File: src/design/cswm_pkg.sv
// Constants shared by the cyclic sense and wake manager.
package cswm_pkg;
   // Byte addresses of the registers (low eight address bits).
   localparam logic [7:0] ADDR_SETTINGS = 8'h20;
   localparam logic [7:0] ADDR_SENSE_DT = 8'h28;
   localparam logic [7:0] ADDR_WAKE_DT = 8'h2c;
   localparam logic [7:0] ADDR_SAMPLE = 8'h30;
   localparam logic [7:0] ADDR_P1_STS = 8'h8c;
   localparam logic [7:0] ADDR_SEL0 = 8'h40;
   localparam logic [7:0] ADDR_SEL1 = 8'h44;
   localparam logic [7:0] ADDR_CTRL = 8'h48;
   localparam logic [7:0] ADDR_STATE = 8'h4c;
   localparam logic [7:0] ADDR_IRQ_STS = 8'h50;
   localparam logic [7:0] ADDR_IRQ_MASK = 8'h54;
   // Reset values.
   localparam logic [7:0] RST_SETTINGS = 8'h04;
   localparam logic [7:0] RST_SENSE_DT = 8'h00;
   localparam logic [7:0] RST_WAKE_DT = 8'h37;
   localparam logic [7:0] RST_SAMPLE = 8'h00;
   // Writable bits; the others are reserved and read zero.
   localparam logic [7:0] WM_SETTINGS = 8'h8f;
   localparam logic [7:0] WM_SENSE_DT = 8'hbf;
   localparam logic [7:0] WM_WAKE_DT = 8'h3f;
   // Field positions.
   localparam int SET_SENSE_EN = 3;
   localparam int SET_WAKE_EN = 2;
   localparam int EXP_MSB = 5;
   localparam int EXP_LSB = 4;
   localparam int MAN_MSB = 3;
   localparam int CTRL_SLEEP = 0;
   localparam int CTRL_HOLD = 1;
   localparam int IRQ_SENSE = 0;
   localparam int IRQ_WAKE = 1;
   localparam int IRQ_P1 = 2;
   localparam int IRQ_W = 3;
   localparam int PIN_COUNT = 5;
   localparam int CNT_W = 11;
   // Low-power tick: one dead-time unit of 2 ms at a 10 ns clock.
   localparam int unsigned DEAD_UNIT_NS = 2000000;
   localparam int unsigned CLK_PERIOD_NS = 10;
   localparam int unsigned TICK_CYCLES = DEAD_UNIT_NS / CLK_PERIOD_NS;
   // Sequencer states.
   typedef enum logic [2:0] {
      ST_ACTIVE = 3'b000,
      ST_DEAD = 3'b001,
      ST_SENSE = 3'b010,
      ST_SLEEP = 3'b011,
      ST_STARTUP = 3'b100
   } cswm_state_t;
endpackage : cswm_pkg

File: src/design/cswm_top.sv
// Cyclic sense and cyclic wake sequencer with its AHB-Lite registers.
//
// Design decision made here: the AHB-Lite interface to the registers.
`timescale 1ns/10ps

// Behaviour
// - port-1 flags set on wake, cleared by read.
// - dead, sample and wake timing runs on low-power tick.
// - pin senses only when select bit set.
// - wake info accepted only while supply on.
// - dead time and sample delay from registers.
// - evaluate source after sample delay elapses.
// - unchanged sample returns to dead time.
// - changed sample produces a wake-up.
// - sense wake runs normal startup automatically.
// - supply stays on until software clears it.
// - every port-0 and port-1 pin selectable.
// - cyclic wake after interval, startup, active.
// - wake interval from wake dead-time register.
// - configuration registers at fixed word offsets.
// - dead time is four-power times mantissa plus one.
// - sense enable checked on entry and in dead time, not in the sense phase.
// - wake runs only when its enable set.
module cswm_top #(
   parameter int unsigned TICK_CYCLES = cswm_pkg::TICK_CYCLES
) (
   input wire logic hclk,
   input wire logic hresetn,
   input wire logic hsel,
   input wire logic [31:0] haddr,
   input wire logic [1:0] htrans,
   input wire logic hwrite,
   input wire logic [2:0] hsize,
   input wire logic [31:0] hwdata,
   input wire logic hready,
   output logic [31:0] hrdata,
   output logic hreadyout,
   output logic hresp,
   input wire logic [cswm_pkg::PIN_COUNT-1:0] port0_wake_in,
   input wire logic [cswm_pkg::PIN_COUNT-1:0] port1_wake_in,
   output logic sensor_supply_gate,
   output logic low_power_mode,
   output logic startup_pulse,
   output logic irq
);

   localparam int PW = 2 * cswm_pkg::PIN_COUNT;
   localparam int NP = cswm_pkg::PIN_COUNT;
   localparam int CW = cswm_pkg::CNT_W;

   // Dead time in ticks: four to the exponent times mantissa plus one.
   function automatic logic [CW-1:0] dead_len(input logic [7:0] v);
      logic [CW-1:0] man;
      man = {7'h00, v[cswm_pkg::MAN_MSB:0]} + 11'h001;
      return man << {v[cswm_pkg::EXP_MSB:cswm_pkg::EXP_LSB], 1'b0};
   endfunction : dead_len

   // Registers seen by software.
   logic [7:0] settings_reg;
   logic [7:0] sense_dt_reg;
   logic [7:0] wake_dt_reg;
   logic [7:0] sample_reg;
   logic [NP-1:0] sel0_reg;
   logic [NP-1:0] sel1_reg;
   logic sleep_reg;
   logic hold_reg;
   logic [NP-1:0] p1_flags_reg;
   logic [cswm_pkg::IRQ_W-1:0] irq_sts_reg;
   logic [cswm_pkg::IRQ_W-1:0] irq_mask_reg;
   // Bus pipeline state.
   logic wr_pend_reg;
   logic rd_pend_reg;
   logic [7:0] addr_reg;
   logic [31:0] hrdata_reg;
   logic hreadyout_reg;
   logic hresp_reg;
   // Sequencer state.
   cswm_pkg::cswm_state_t state_reg;
   cswm_pkg::cswm_state_t state_next;
   logic [31:0] tick_cnt_reg;
   logic lp_tick_reg;
   logic [CW-1:0] seq_cnt_reg;
   logic [CW-1:0] wake_cnt_reg;
   logic [PW-1:0] prev_reg;
   // Output flops.
   logic gate_reg;
   logic lp_mode_reg;
   logic startup_reg;
   logic irq_reg;

   // Decoded events.
   logic addr_ok;
   logic wr_now;
   logic rd_p1;
   logic sense_en;
   logic wake_en;
   logic in_lp;
   logic seq_done;
   logic eval;
   logic [PW-1:0] diff;
   logic sense_wake;
   logic wake_fire;
   logic enter_lp;
   logic [CW-1:0] seq_len;

   assign addr_ok = hsel && hready && htrans[1];
   assign wr_now = wr_pend_reg;
   assign rd_p1 = rd_pend_reg && (addr_reg == cswm_pkg::ADDR_P1_STS);
   assign sense_en = settings_reg[cswm_pkg::SET_SENSE_EN];
   assign wake_en = settings_reg[cswm_pkg::SET_WAKE_EN];
   assign in_lp = (state_reg == cswm_pkg::ST_DEAD)
      || (state_reg == cswm_pkg::ST_SENSE)
      || (state_reg == cswm_pkg::ST_SLEEP);
   assign enter_lp = (state_reg == cswm_pkg::ST_ACTIVE) && sleep_reg;

   // dead time or sample delay per phase.
   assign seq_len = (state_reg == cswm_pkg::ST_SENSE)
      ? ({3'h0, sample_reg} + 11'h001) : dead_len(sense_dt_reg);
   assign seq_done = lp_tick_reg && (seq_cnt_reg == seq_len - 11'h001);

   // evaluate at the end of the sample delay.
   assign eval = (state_reg == cswm_pkg::ST_SENSE) && seq_done;
   assign diff = ({port1_wake_in, port0_wake_in} ^ prev_reg)
      & {sel1_reg, sel0_reg};
   assign sense_wake = eval && (|diff);
   assign wake_fire = in_lp && wake_en && lp_tick_reg
      && (wake_cnt_reg == dead_len(wake_dt_reg) - 11'h001);

   // Free-running divider making the low-power clock enable.
   always_ff @(posedge hclk or negedge hresetn)
   begin
      if (!hresetn)
      begin
         tick_cnt_reg <= 32'h0000_0000;
         lp_tick_reg <= 1'b0;
      end
      else if (tick_cnt_reg >= TICK_CYCLES - 32'h1)
      begin
         tick_cnt_reg <= 32'h0000_0000;
         lp_tick_reg <= 1'b1;
      end
      else
      begin
         tick_cnt_reg <= tick_cnt_reg + 32'h1;
         lp_tick_reg <= 1'b0;
      end
   end

   // Next state of the sequencer.
   always_comb
   begin
      state_next = state_reg;
      case (state_reg)
         cswm_pkg::ST_ACTIVE:
         begin
            if (enter_lp)
               state_next = sense_en ? cswm_pkg::ST_DEAD
                  : cswm_pkg::ST_SLEEP;
         end
         cswm_pkg::ST_DEAD:
         begin
            if (wake_fire)
               state_next = cswm_pkg::ST_STARTUP;
            else if (!sense_en)
               state_next = cswm_pkg::ST_SLEEP;
            else if (seq_done)
               state_next = cswm_pkg::ST_SENSE;
         end
         cswm_pkg::ST_SENSE:
         begin
            // no change goes back to dead time.
            if (wake_fire || sense_wake)
               state_next = cswm_pkg::ST_STARTUP;
            else if (eval)
               state_next = cswm_pkg::ST_DEAD;
         end
         cswm_pkg::ST_SLEEP:
         begin
            // timed wake from sleep.
            if (wake_fire)
               state_next = cswm_pkg::ST_STARTUP;
         end
         cswm_pkg::ST_STARTUP:
         begin
            state_next = cswm_pkg::ST_ACTIVE;
         end
         default:
         begin
            state_next = cswm_pkg::ST_ACTIVE;
         end
      endcase
   end

   // State register.
   always_ff @(posedge hclk or negedge hresetn)
   begin
      if (!hresetn)
         state_reg <= cswm_pkg::ST_ACTIVE;
      else
         state_reg <= state_next;
   end

   // Phase counter for dead time and sample delay.
   always_ff @(posedge hclk or negedge hresetn)
   begin
      if (!hresetn)
         seq_cnt_reg <= '0;
      else if (state_next != state_reg)
         seq_cnt_reg <= '0;
      else if (lp_tick_reg)
         seq_cnt_reg <= seq_cnt_reg + 11'h001;
   end

   // Cyclic wake interval counter, runs through all low-power phases.
   always_ff @(posedge hclk or negedge hresetn)
   begin
      if (!hresetn)
         wake_cnt_reg <= '0;
      else if (!in_lp || wake_fire)
         wake_cnt_reg <= '0;
      else if (lp_tick_reg)
         wake_cnt_reg <= wake_cnt_reg + 11'h001;
   end

   // Previous pin samples, taken on entry and at each evaluation.
   always_ff @(posedge hclk or negedge hresetn)
   begin
      if (!hresetn)
         prev_reg <= '0;
      else if (enter_lp || eval)
         prev_reg <= {port1_wake_in, port0_wake_in};
   end

   // Bus address phase capture; reads take one wait state.
   always_ff @(posedge hclk or negedge hresetn)
   begin
      if (!hresetn)
      begin
         wr_pend_reg <= 1'b0;
         rd_pend_reg <= 1'b0;
         addr_reg <= 8'h00;
         hreadyout_reg <= 1'b1;
      end
      else
      begin
         wr_pend_reg <= addr_ok && hwrite;
         rd_pend_reg <= addr_ok && !hwrite;
         hreadyout_reg <= !(addr_ok && !hwrite);
         if (addr_ok)
            addr_reg <= haddr[7:0];
      end
   end

   // Read data mux, loaded at the end of the wait state.
   always_ff @(posedge hclk or negedge hresetn)
   begin
      if (!hresetn)
         hrdata_reg <= 32'h0000_0000;
      else if (rd_pend_reg)
      begin
         case (addr_reg)
            cswm_pkg::ADDR_SETTINGS: hrdata_reg <= {24'h0, settings_reg};
            cswm_pkg::ADDR_SENSE_DT: hrdata_reg <= {24'h0, sense_dt_reg};
            cswm_pkg::ADDR_WAKE_DT: hrdata_reg <= {24'h0, wake_dt_reg};
            cswm_pkg::ADDR_SAMPLE: hrdata_reg <= {24'h0, sample_reg};
            cswm_pkg::ADDR_P1_STS: hrdata_reg <= {27'h0, p1_flags_reg};
            cswm_pkg::ADDR_SEL0: hrdata_reg <= {27'h0, sel0_reg};
            cswm_pkg::ADDR_SEL1: hrdata_reg <= {27'h0, sel1_reg};
            cswm_pkg::ADDR_CTRL: hrdata_reg <= {30'h0, hold_reg, sleep_reg};
            cswm_pkg::ADDR_STATE: hrdata_reg <= {29'h0, state_reg};
            cswm_pkg::ADDR_IRQ_STS: hrdata_reg <= {29'h0, irq_sts_reg};
            cswm_pkg::ADDR_IRQ_MASK: hrdata_reg <= {29'h0, irq_mask_reg};
            default: hrdata_reg <= 32'h0000_0000;
         endcase
      end
   end

   // Response is always OKAY.
   always_ff @(posedge hclk or negedge hresetn)
   begin
      if (!hresetn)
         hresp_reg <= 1'b0;
      else
         hresp_reg <= 1'b0;
   end

   // Configuration registers written in the data phase.
   always_ff @(posedge hclk or negedge hresetn)
   begin
      if (!hresetn)
      begin
         settings_reg <= cswm_pkg::RST_SETTINGS;
         sense_dt_reg <= cswm_pkg::RST_SENSE_DT;
         wake_dt_reg <= cswm_pkg::RST_WAKE_DT;
         sample_reg <= cswm_pkg::RST_SAMPLE;
         sel0_reg <= '0;
         sel1_reg <= '0;
         irq_mask_reg <= '0;
      end
      else if (wr_now)
      begin
         case (addr_reg)
            cswm_pkg::ADDR_SETTINGS:
               settings_reg <= hwdata[7:0] & cswm_pkg::WM_SETTINGS;
            cswm_pkg::ADDR_SENSE_DT:
               sense_dt_reg <= hwdata[7:0] & cswm_pkg::WM_SENSE_DT;
            cswm_pkg::ADDR_WAKE_DT:
               wake_dt_reg <= hwdata[7:0] & cswm_pkg::WM_WAKE_DT;
            cswm_pkg::ADDR_SAMPLE: sample_reg <= hwdata[7:0];
            cswm_pkg::ADDR_SEL0: sel0_reg <= hwdata[NP-1:0];
            cswm_pkg::ADDR_SEL1: sel1_reg <= hwdata[NP-1:0];
            cswm_pkg::ADDR_IRQ_MASK:
               irq_mask_reg <= hwdata[cswm_pkg::IRQ_W-1:0];
            default: sel0_reg <= sel0_reg;
         endcase
      end
   end

   // Sleep request: software sets it, the startup phase clears it.
   always_ff @(posedge hclk or negedge hresetn)
   begin
      if (!hresetn)
         sleep_reg <= 1'b0;
      else if (state_reg == cswm_pkg::ST_STARTUP)
         sleep_reg <= 1'b0;
      else if (wr_now && addr_reg == cswm_pkg::ADDR_CTRL)
         sleep_reg <= hwdata[cswm_pkg::CTRL_SLEEP];
   end

   // Supply hold: set by a sense wake, cleared only by software.
   always_ff @(posedge hclk or negedge hresetn)
   begin
      if (!hresetn)
         hold_reg <= 1'b0;
      else if (sense_wake)
         hold_reg <= 1'b1;
      else if (wr_now && addr_reg == cswm_pkg::ADDR_CTRL)
         hold_reg <= hwdata[cswm_pkg::CTRL_HOLD];
   end

   // Port-1 wake flags; a new wake wins over the clearing read.
   always_ff @(posedge hclk or negedge hresetn)
   begin
      if (!hresetn)
         p1_flags_reg <= '0;
      // set on wake, clear on read.
      else if (rd_p1)
         p1_flags_reg <= sense_wake ? diff[PW-1:NP] : '0;
      else if (sense_wake)
         p1_flags_reg <= p1_flags_reg | diff[PW-1:NP];
   end

   // Sticky interrupt status, write one to clear, set wins.
   always_ff @(posedge hclk or negedge hresetn)
   begin
      if (!hresetn)
         irq_sts_reg <= '0;
      else
      begin
         for (int i = 0; i < cswm_pkg::IRQ_W; i++)
         begin
            if ((i == cswm_pkg::IRQ_SENSE && sense_wake)
               || (i == cswm_pkg::IRQ_WAKE && wake_fire)
               || (i == cswm_pkg::IRQ_P1 && sense_wake
                  && (|diff[PW-1:NP])))
               irq_sts_reg[i] <= 1'b1;
            else if (wr_now && addr_reg == cswm_pkg::ADDR_IRQ_STS
               && hwdata[i])
               irq_sts_reg[i] <= 1'b0;
         end
      end
   end

   // Registered outputs.
   always_ff @(posedge hclk or negedge hresetn)
   begin
      if (!hresetn)
      begin
         gate_reg <= 1'b0;
         lp_mode_reg <= 1'b0;
         startup_reg <= 1'b0;
         irq_reg <= 1'b0;
      end
      else
      begin
         gate_reg <= (state_reg == cswm_pkg::ST_SENSE) || hold_reg;
         lp_mode_reg <= in_lp;
         startup_reg <= (state_reg == cswm_pkg::ST_STARTUP);
         irq_reg <= |(irq_sts_reg & irq_mask_reg);
      end
   end

   assign hrdata = hrdata_reg;
   assign hreadyout = hreadyout_reg;
   assign hresp = hresp_reg;
   assign sensor_supply_gate = gate_reg;
   assign low_power_mode = lp_mode_reg;
   assign startup_pulse = startup_reg;
   assign irq = irq_reg;
endmodule : cswm_top

File: config.mk
export PLATFORM = sky130hd
export DESIGN_NAME = cswm_top
export DESIGN_NICKNAME = d
export VERILOG_FILES = /design/src/design/cswm_pkg.sv /design/src/design/cswm_top.sv
export SDC_FILE = /design/constraint.sdc
export NUM_CORES = 1
export LEC_CHECK = 0
export BUFFER_PORTS_ARGS = -buffer_cell sky130_fd_sc_hd__buf_2
export CAP_MARGIN = 20
export CORE_MARGIN = 3
export CORE_UTILIZATION = 35
export DETAILED_ROUTE_END_ITERATION = 12
export SYNTH_ARGS = -nofsm -noshare
export SYNTH_HDL_FRONTEND = slang
export SYNTH_SLANG_ARGS = --single-unit
File: constraint.sdc
create_clock -name hclk -period 10.8 [get_ports hclk]
set_input_delay 0.54 -clock hclk [delete_from_list [all_inputs] [get_ports hclk]]
set_output_delay 0.54 -clock hclk [all_outputs]
set_load 0.02 [all_outputs]
==> results by group, run 1 <==
Global routing
  • Vias in the first global route: ~6.2k
  • Most used routing layer: met2
  • GR Util met1: around 23%
  • First-pass GRT wire length: about 33 mm
  • Largest net degree at the start of global routing: around 70
  • Met2 Use GR: 23.50%
  • Antenna violations before repair: 0
  • Tot GR Track Use: ~16%
  • Grt total ovfl: 0
  • Met3 Use GR: 3.486%

Logic synthesis
  • Warnings from Yosys: 0
  • Mean post-synth cell area: a little under 10 um2
  • Top FF cell, synth: dfrtp_1
  • Synth Cell Area: just over 8000 um2
  • Seq/Total Area, Yosys: 42.69%
  • Synth unique cells: 87
  • Post-synth EDFFs: 0
  • Seq cells post-synth: 140
  • Post-synthesis cell count: between 800 and 900
  • Async SR Flop Fraction: 100.0%

Worst setup path
  • Endpoint class of the critical path: flip-flop
  • CP arrival: between 4 and 5 ns
  • Critical path launch point type: flip-flop
  • Worst path bufs/invs: 0
  • Slowest cell on crit path: nor3b_2
  • Most used cell, CP: nor4b_1
  • Max incr delay on CP: between 0.9 and 1 ns
  • Data required, critical path: 11.05 ns
  • Cell family with most CP delay: simple AND/OR/NAND/NOR gates
  • CP max FO: 19
  • Ordered list of cells on the worst path: nor3b_4, nor4b_1, a21oi_1, ha_1, nand3_1, nor2_2, a22oi_1, a2111oi_1, and4_1, nand4_2, nor3b_2, nor4b_1
  • Critical path type: reg -> reg

Route
  • Vias: between 6k and 7k
  • Routed Antenna Nets: 0
  • Via density: approximately 5.3
  • Drt first pass iters: 5
  • Post-DR wirelength/cell: ~16 um
  • Final WL: 19.39 mm
  • DR iter-0 viols: 376
  • DR DRC count: 0

STA
  • Worst-margin pin slew: between 1 and 1.5 ns
  • Count of pins over their slew limit: 0
  • Clock skew: roughly 0.013 ns
  • Final Setup Violations: 0
  • Rel. slew slack: 27.35%
  • Hold Vio Cnt, Final: 0
  • Fmax: approximately 220 MHz
  • WHS: roughly 0.11 ns
  • Minimum clock period: 4.519 ns
  • Setup TNS Final: 0 ns
  • RSZ-0062 raised after global routing: no
  • Crit share post-route: a little over two fifths

CTS
  • CTS Hold Bufs: 0
  • Clock Sinks: between 100 and 150
  • Post-CTS resize count: 0
  • H-tree levels: 4
  • Max Root-Sink Buffers: 2
  • Clock slew at reported path FFs: ~0.070 ns
  • Worst skew pair latency: 0.43 ns
  • Postcts setup bufs: 0
  • CTS tree: built
  • Root Driver: clkbuf_16
  • Num CTS Buffers: 17

Cells and area
  • Storage element area: between 3000 and 4000 um2
  • Share of cells above drive strength 1: 18.20%
  • Largest register FFs: 32
  • Antenna fix cells: 0
  • Area growth, synth to finish: 12.91%
  • Layout filler cell count: 2278
  • # nets final: 980
  • Multi-input logic area: 4428 um2

Pwr
  • Power Dens Cells: ~190 nW/um2
  • Max VDD drop: around 0.00011 V
  • Pleak: ~4 nW

Place
  • GPL Wtd Cong: a little under 0.9
  • Number of port buffers: 44
  • HPWL after DPL: roughly 14 mm

Floorplan
  • Die outline width: 159.3 um
  • Die ar.: ~25000 um2
  • # rows: between 50 and 60
  • Chip height: 159.3 um
  • Ports: approximately 120
  • Starting Density: between 30% and 40%
  • Core area: 22850 um2

Job
  • Max Cap Viol: 0

Min path
  • Class of the worst hold path: in -> async

Outcome
  • Run status: finished, final reports clean
==> worst register-to-register path: stages (launching register included) <==
cell and delay (ns):
dfrtp_1 0.51, nor3b_4 0.82, nor4b_1 0.11, a21oi_1 0.19
ha_1 0.23, nand3_1 0.12, nor2_2 0.32, a22oi_1 0.19
a2111oi_1 0.39, and4_1 0.25, nand4_2 0.17, nor3b_2 0.92
nor4b_1 0.11
==> cells in the final DEF, fill, tap and decap left out, drive strengths merged, types with 9 or more instances in the layout <==
cell and instances:
a21oi 21, nand2 85, xnor2 32, nand3 37, nand4 19, and3 21, dfrtp 133, buf 48
inv 32, a222oi 10, nor2 73, nor4 15, nand2b 9, nor3 11, conb 39, mux2 37
clkbuf 20, xor2 44, a22oi 11, o21ai 48
==> synthesized netlist by cell type (all sizes together) (3+ instances only) <==
cell type  instances  area (um2)
o2111ai            4       41.29
o311ai             3       26.28
buf               41       286.5
mux2i              7       70.07
a22o               3       26.28
mux2              37       454.2
or2                4       25.03
nand2b             9       56.30
and4               4       35.03
clkbuf            14       52.55
o211ai             8       65.06
o31ai              3       22.52
a21oi             21       105.1
a22oi             11       101.3
and2               6       37.54
nand3b             5       37.54
a211oi             6       60.06
xor2              44       385.4
nand4             19       155.2
or4b               4       43.79
dfstp              7       183.9
nand3             37       185.2
dfrtp            133        3328
o21ai             48       244.0
xnor2             32       280.3
or3b               3       26.28
a222oi            10       100.1
a21o               3       22.52
and3              21       131.4
nor4b              6       73.81
ha                 8       100.1
nor2b              8       50.05
a31oi              5       31.28
inv               26       97.59
nand2             85       335.3
a2111oi            3       27.53
nor2              73       279.0
o21a               5       37.54
nor3b              4       51.30
nor4              15       156.4
nor3              11       55.05
or3                5       31.28
o22ai              7       43.79
==> final cells by class <==
type                       instances  area share, %
clock buffer                      19          4.768
clock inverter                    13          1.684
inverter                          26          1.051
multi-input combinational        654          47.66
sequential                       140          37.80
tap                              313          4.215
timing repair buffer              49          2.815
==> metal layers <==
| layer | vias to the layer above | part of all wire (%) |
|---|---|---|
| li1 | 3076 | - |
| met1 | 3141 | 49 |
| met2 | 179 | 44 |
| met3 | 25 | 5.2 |
| met4 | 0 | 1.6 |
| met5 | - | 0 |
==> through the flow <==
step / std cells / util [%] / area [um2] / worst slack (ns) / power, mW
2_1_floorplan: 875 / - / 8371 / 7.422 / 1.041
3_3_place_gp: 1180 / 37.98 / 8678 / 6.201 / 1.138
3_5_place_dp: 1180 / 37.98 / 8678 / 6.181 / 1.145
4_1_cts: 1212 / 40.61 / 9278 / 6.179 / 1.752
5_1_grt: 1214 / 40.66 / 9290 / 5.838 / 1.846
6_report: 1214 / 40.66 / 9290 / 6.281 / 1.738
==> path summary, 6_finish.rpt <==
path | cells after the start | slack [ns] | end | from
max | 12 | 6.28 | seq_cnt_reg[2] | state_reg[1]
min | 1 | 0.11 | settings_reg[1] | hresetn
max reg2reg | 12 | 6.28 | seq_cnt_reg[2] | state_reg[1]
min reg2reg | 1 | 0.48 | tick_cnt_reg[0] | tick_cnt_reg[0]
max in group asynchronous | 2 | 9.39 | tick_cnt_reg[0] | hresetn
min in group hclk | 2 | 0.33 | addr_reg[6] | haddr[6]
==> report_power, final <==
group	total (mW)	internal (mW)	switching, mW	leakage, nW
registers	0.664	0.580	0.0843	1.64
clock network	0.598	0.353	0.245	0.293
logic	0.476	0.207	0.269	2.11
==> kinds of logic (layout without fill, tap and decap cells) <==
family / after synthesis / count (layout) / synth area share, %
AOI/OAI and AO/OA: 162 / 162 / 14.19
xor gates and xnor gates: 76 / 76 / 8.090
adders and majority gates: 8 / 8 / 1.217
buffers and inverters: 81 / 107 / 5.307
DFF: 140 / 140 / 42.69
muxes: 44 / 44 / 6.372
other: 1 / 39 / 0.04558
and+or+nand+nor: 325 / 325 / 22.10
No activity file was read; power rests on OpenSTA's default activity.
==> inputs of run 2 (changes only) <==
--- a/config.mk
+++ b/config.mk
@@ -5,6 +5,7 @@
 export SDC_FILE = /design/constraint.sdc
 export NUM_CORES = 1
 export LEC_CHECK = 0
+export ABC_AREA = 1
 export BUFFER_PORTS_ARGS = -buffer_cell sky130_fd_sc_hd__buf_2
 export CAP_MARGIN = 20
 export CORE_MARGIN = 3
==> constraint.sdc (replaced) <==
create_clock -name hclk -period 3.9 [get_ports hclk]
set_input_delay 0.195 -clock hclk [delete_from_list [all_inputs] [get_ports hclk]]
set_output_delay 0.195 -clock hclk [all_outputs]
set_load 0.02 [all_outputs]
==> results by group, run 2 <==
Pwr
  • Total power: 4.502 mW (+160%)
  • Power Dens Cells: 467.0 nW/um2 (+150%)
  • Pleak: 4.866 nW (+21%)
  • Max VDD drop: 0.0002412 V (+120%)

Route
  • Post-DR wirelength/cell: 13.40 um (-16%)
  • Drt first pass iters: 6 (+1)
  • Final WL: 20.04 mm (+3.3%)
  • Via density: 4.732 (-11%)
  • Routed Antenna Nets: 0 (unchanged)
  • DR iter-0 viols: 594 (+58%)
  • DR DRC count: 0 (unchanged)
  • Vias: 7074 (+10%)

CTS
  • Worst skew pair latency: 0.43 ns (about the same)
  • Num CTS Buffers: 17 (unchanged)
  • CTS tree: built
  • Clock Sinks: 140 (unchanged)
  • Max Root-Sink Buffers: 2 (unchanged)
  • Postcts setup bufs: 0 (unchanged)
  • Clock slew at reported path FFs: 0.06 ns (about the same)
  • H-tree levels: 4 (unchanged)
  • Root Driver: clkbuf_16

STA
  • Fmax: 291.5 MHz (+32%)
  • Crit share post-route: 87.96% (+46 points)
  • Rel. slew slack: 47.20% (+20 points)
  • Setup TNS Final: 0 ns (unchanged)
  • Setup WS post-layout: 0.4694 ns (-5.811 ns)
  • Count of pins over their slew limit: 0 (unchanged)
  • RSZ-0062 raised after global routing: no
  • Worst-margin pin slew: 0.7920 ns (-0.2929 ns)
  • Minimum clock period: 3.431 ns (-1.089 ns)
  • Clock skew: 0.009767 ns (-0.003704 ns)
  • WHS: 0.01591 ns (-0.09631 ns)
  • Final Setup Violations: 0 (unchanged)
  • Hold Vio Cnt, Final: 0 (unchanged)

Place
  • Setup WS pre-CTS: 0.4239 ns (-5.757 ns)
  • Number of port buffers: 44 (unchanged)
  • GPL Wtd Cong: 0.8589 (-3.2%)
  • Placed Instances: 1457 (+23%)
  • Area after DPL: 8982 um2 (+3.5%)
  • HPWL after DPL: 15.12 mm (+8.1%)

Cells and area
  • Area growth, synth to finish: 13.38%
  • Most frequent cells in the layout: nand2_1 (269), dfrtp_1 (133), inv_1 (127)
  • Layout filler cell count: 2474 (+8.6%)
  • Largest register FFs: 32 (unchanged)
  • Share of cells above drive strength 1: 17.69% (-0.51 points)
  • Finished Layout Cells: 1495 (+23%)
  • # nets final: 1255 (+28%)
  • Commonest non-fill, non-tap cell in the layout: nand2_1
  • Antenna fix cells: 0 (unchanged)
  • Post-Layout Inst Area: 9639 um2 (+3.8%)
  • Final Util: 40.70% (about the same)

Global routing
  • Tot GR Track Use: 16.02% (+0.21 points)
  • Antenna violations before repair: 0 (unchanged)
  • Vias in the first global route: 6816 (+11%)
  • First-pass GRT wire length: 34.13 mm (+4.4%)
  • Grt total ovfl: 0 (unchanged)
  • Largest net degree at the start of global routing: 86 (+19%)

Logic synthesis
  • Post-synthesis cell count: 1092 (+30%)
  • Post-synth EDFFs: 0 (unchanged)
  • Seq cells post-synth: 140 (unchanged)
  • Area contributors post-synth: dfrtp_1 (39%), nand2_1 (12%), inv_1 (5.6%), nor2_1 (4.3%), nand3_1 (4.0%)
  • Synth top cells by count: nand2_1 (269), dfrtp_1 (133), inv_1 (127), nor2_1 (97), nand3_1 (68)
  • Warnings from Yosys: 0 (unchanged)
  • Top FF cell, synth: dfrtp_1
  • Share of the synthesized area in the top cell type: 39.15% (-1.3 points)
  • Synth unique cells: 56 (-36%)
  • Post-synth top area cell: dfrtp_1
  • Synth Cell Area: 8502 um2 (+3.3%)
  • Most frequent cell after synthesis: nand2_1
  • Async SR Flop Fraction: 100.0% (unchanged)
  • Seq/Total Area, Yosys: 41.31% (-1.4 points)
  • Mean post-synth cell area: 7.786 um2 (-21%)

Worst setup path
  • R2R cell count: 22 (+10)
  • Critical path launch point type: flip-flop
  • Data required, critical path: 4.20 ns (-6.85 ns)
  • Critical path type: reg -> reg
  • CP arrival: 3.73 ns (-1.04 ns)
  • CP max FO: 11 (-8)
  • Endpoint class of the critical path: flip-flop

Min path
  • Class of the worst hold path: in -> reg
  • Hold depth: 3

Floorplan
  • Core area: 23680 um2 (+3.7%)
  • Die ar.: 26200 um2 (+3.2%)
  • # rows: 56 (+1.8%)
  • Starting Density: 35.90% (-0.11 points)
  • Ports: 122 (unchanged)
  • Die outline width: 161.9 um (+1.6%)
  • Chip height: 161.9 um (+1.6%)

Outcome
  • Run status: finished, final reports clean

Job
  • Max Cap Viol: 0 (unchanged)
==> run 2: cell types whose count changed after synthesis, moves of 13 or more <==
cell | before | now
xor2_1 | 44 | 19
nand2_1 | 84 | 269
nand3_1 | 37 | 68
nor2_2 | 2 | 24
nand3_2 | 0 | 13
and3_1 | 21 | 0
nor3_1 | 11 | 24
nor2_1 | 71 | 97
o21ai_0 | 46 | 65
inv_1 | 26 | 127
mux2_2 | 27 | 14
xnor2_1 | 32 | 5
nand2_2 | 0 | 23
==> run 2: power by group <==
group / switching, mW / leakage [nW] / internal [mW] / total (mW)
registers: 0.126 / 1.61 / 1.60 / 1.73
clock network: 0.688 / 0.280 / 0.975 / 1.66
logic: 0.704 / 2.97 / 0.408 / 1.11
==> run 2: path summary, 6_finish.rpt <==
path                       slack (ns)         endpoint             from
hold reg to reg                  0.47  tick_cnt_reg[0]  tick_cnt_reg[0]
setup / recovery                 0.47   seq_cnt_reg[0]  sense_dt_reg[0]
hold / removal                   0.02      addr_reg[5]         haddr[5]
min in group asynchronous        0.40   seq_cnt_reg[8]          hresetn
setup reg to reg                 0.47   seq_cnt_reg[0]  sense_dt_reg[0]
max in group asynchronous        2.57        hreadyout          hresetn
==> run 2: area by class of cell <==
cell class,instances,area [um2],share of cell area [%]
timing repair buffer,56,331.6,3.440
multi-input combinational,804,4244,44.03
clock inverter,13,153.9,1.597
sequential,140,3512,36.44
inverter,144,555.5,5.763
clock buffer,19,442.9,4.595
tap,319,399.1,4.141
==> run 2: metal layers <==
| layer | GRT usage [%] | share of wire, % | up-vias |
|---|---|---|---|
| li1 | - | - | 3614 |
| met1 | 22.40 | 48 | 3265 |
| met2 | 25.26 | 45 | 168 |
| met3 | 3.290 | 4.9 | 27 |
| met4 | 4.575 | 1.6 | 0 |
| met5 | 0 | 0 | - |
==> run 2: what timing repair did <==
item,CTS,global route
resized for setup,0,0
endpoints found under the hold margin,84,0
hold buffers,6,0
endpoints found under the setup margin,0,0
==> run 2: worst max-delay path: stages (launching register included) <==
cell	delay, ns
dfrtp_1	0.41
ha_1	0.30
inv_1	0.07
nor2_1	0.13
nand2_1	0.07
nor2_1	0.19
nor2_4	0.05
ha_1	0.28
a21oi_1	0.13
o21a_1	0.12
o21ai_0	0.07
nor2_1	0.11
nand2_1	0.07
nor2_2	0.10
nand2_2	0.05
nor2_2	0.11
nand4_1	0.10
nor2_1	0.22
nand3_1	0.18
nand3_1	0.12
nor2_2	0.05
nand2_2	0.29
nor2_1	0.07
==> run 2: logic make-up after synthesis <==
group | after synthesis | synth area share [%]
adder cells (fa/ha/maj) | 8 | 1.177
other | 1 | 0.04411
AND/OR/NAND/NOR | 584 | 33.45
buffers and inverters | 186 | 10.45
XOR/XNOR | 24 | 2.472
flip-flops | 140 | 41.31
AO/OA/AOI/OAI | 134 | 9.124
multiplexers | 15 | 1.972
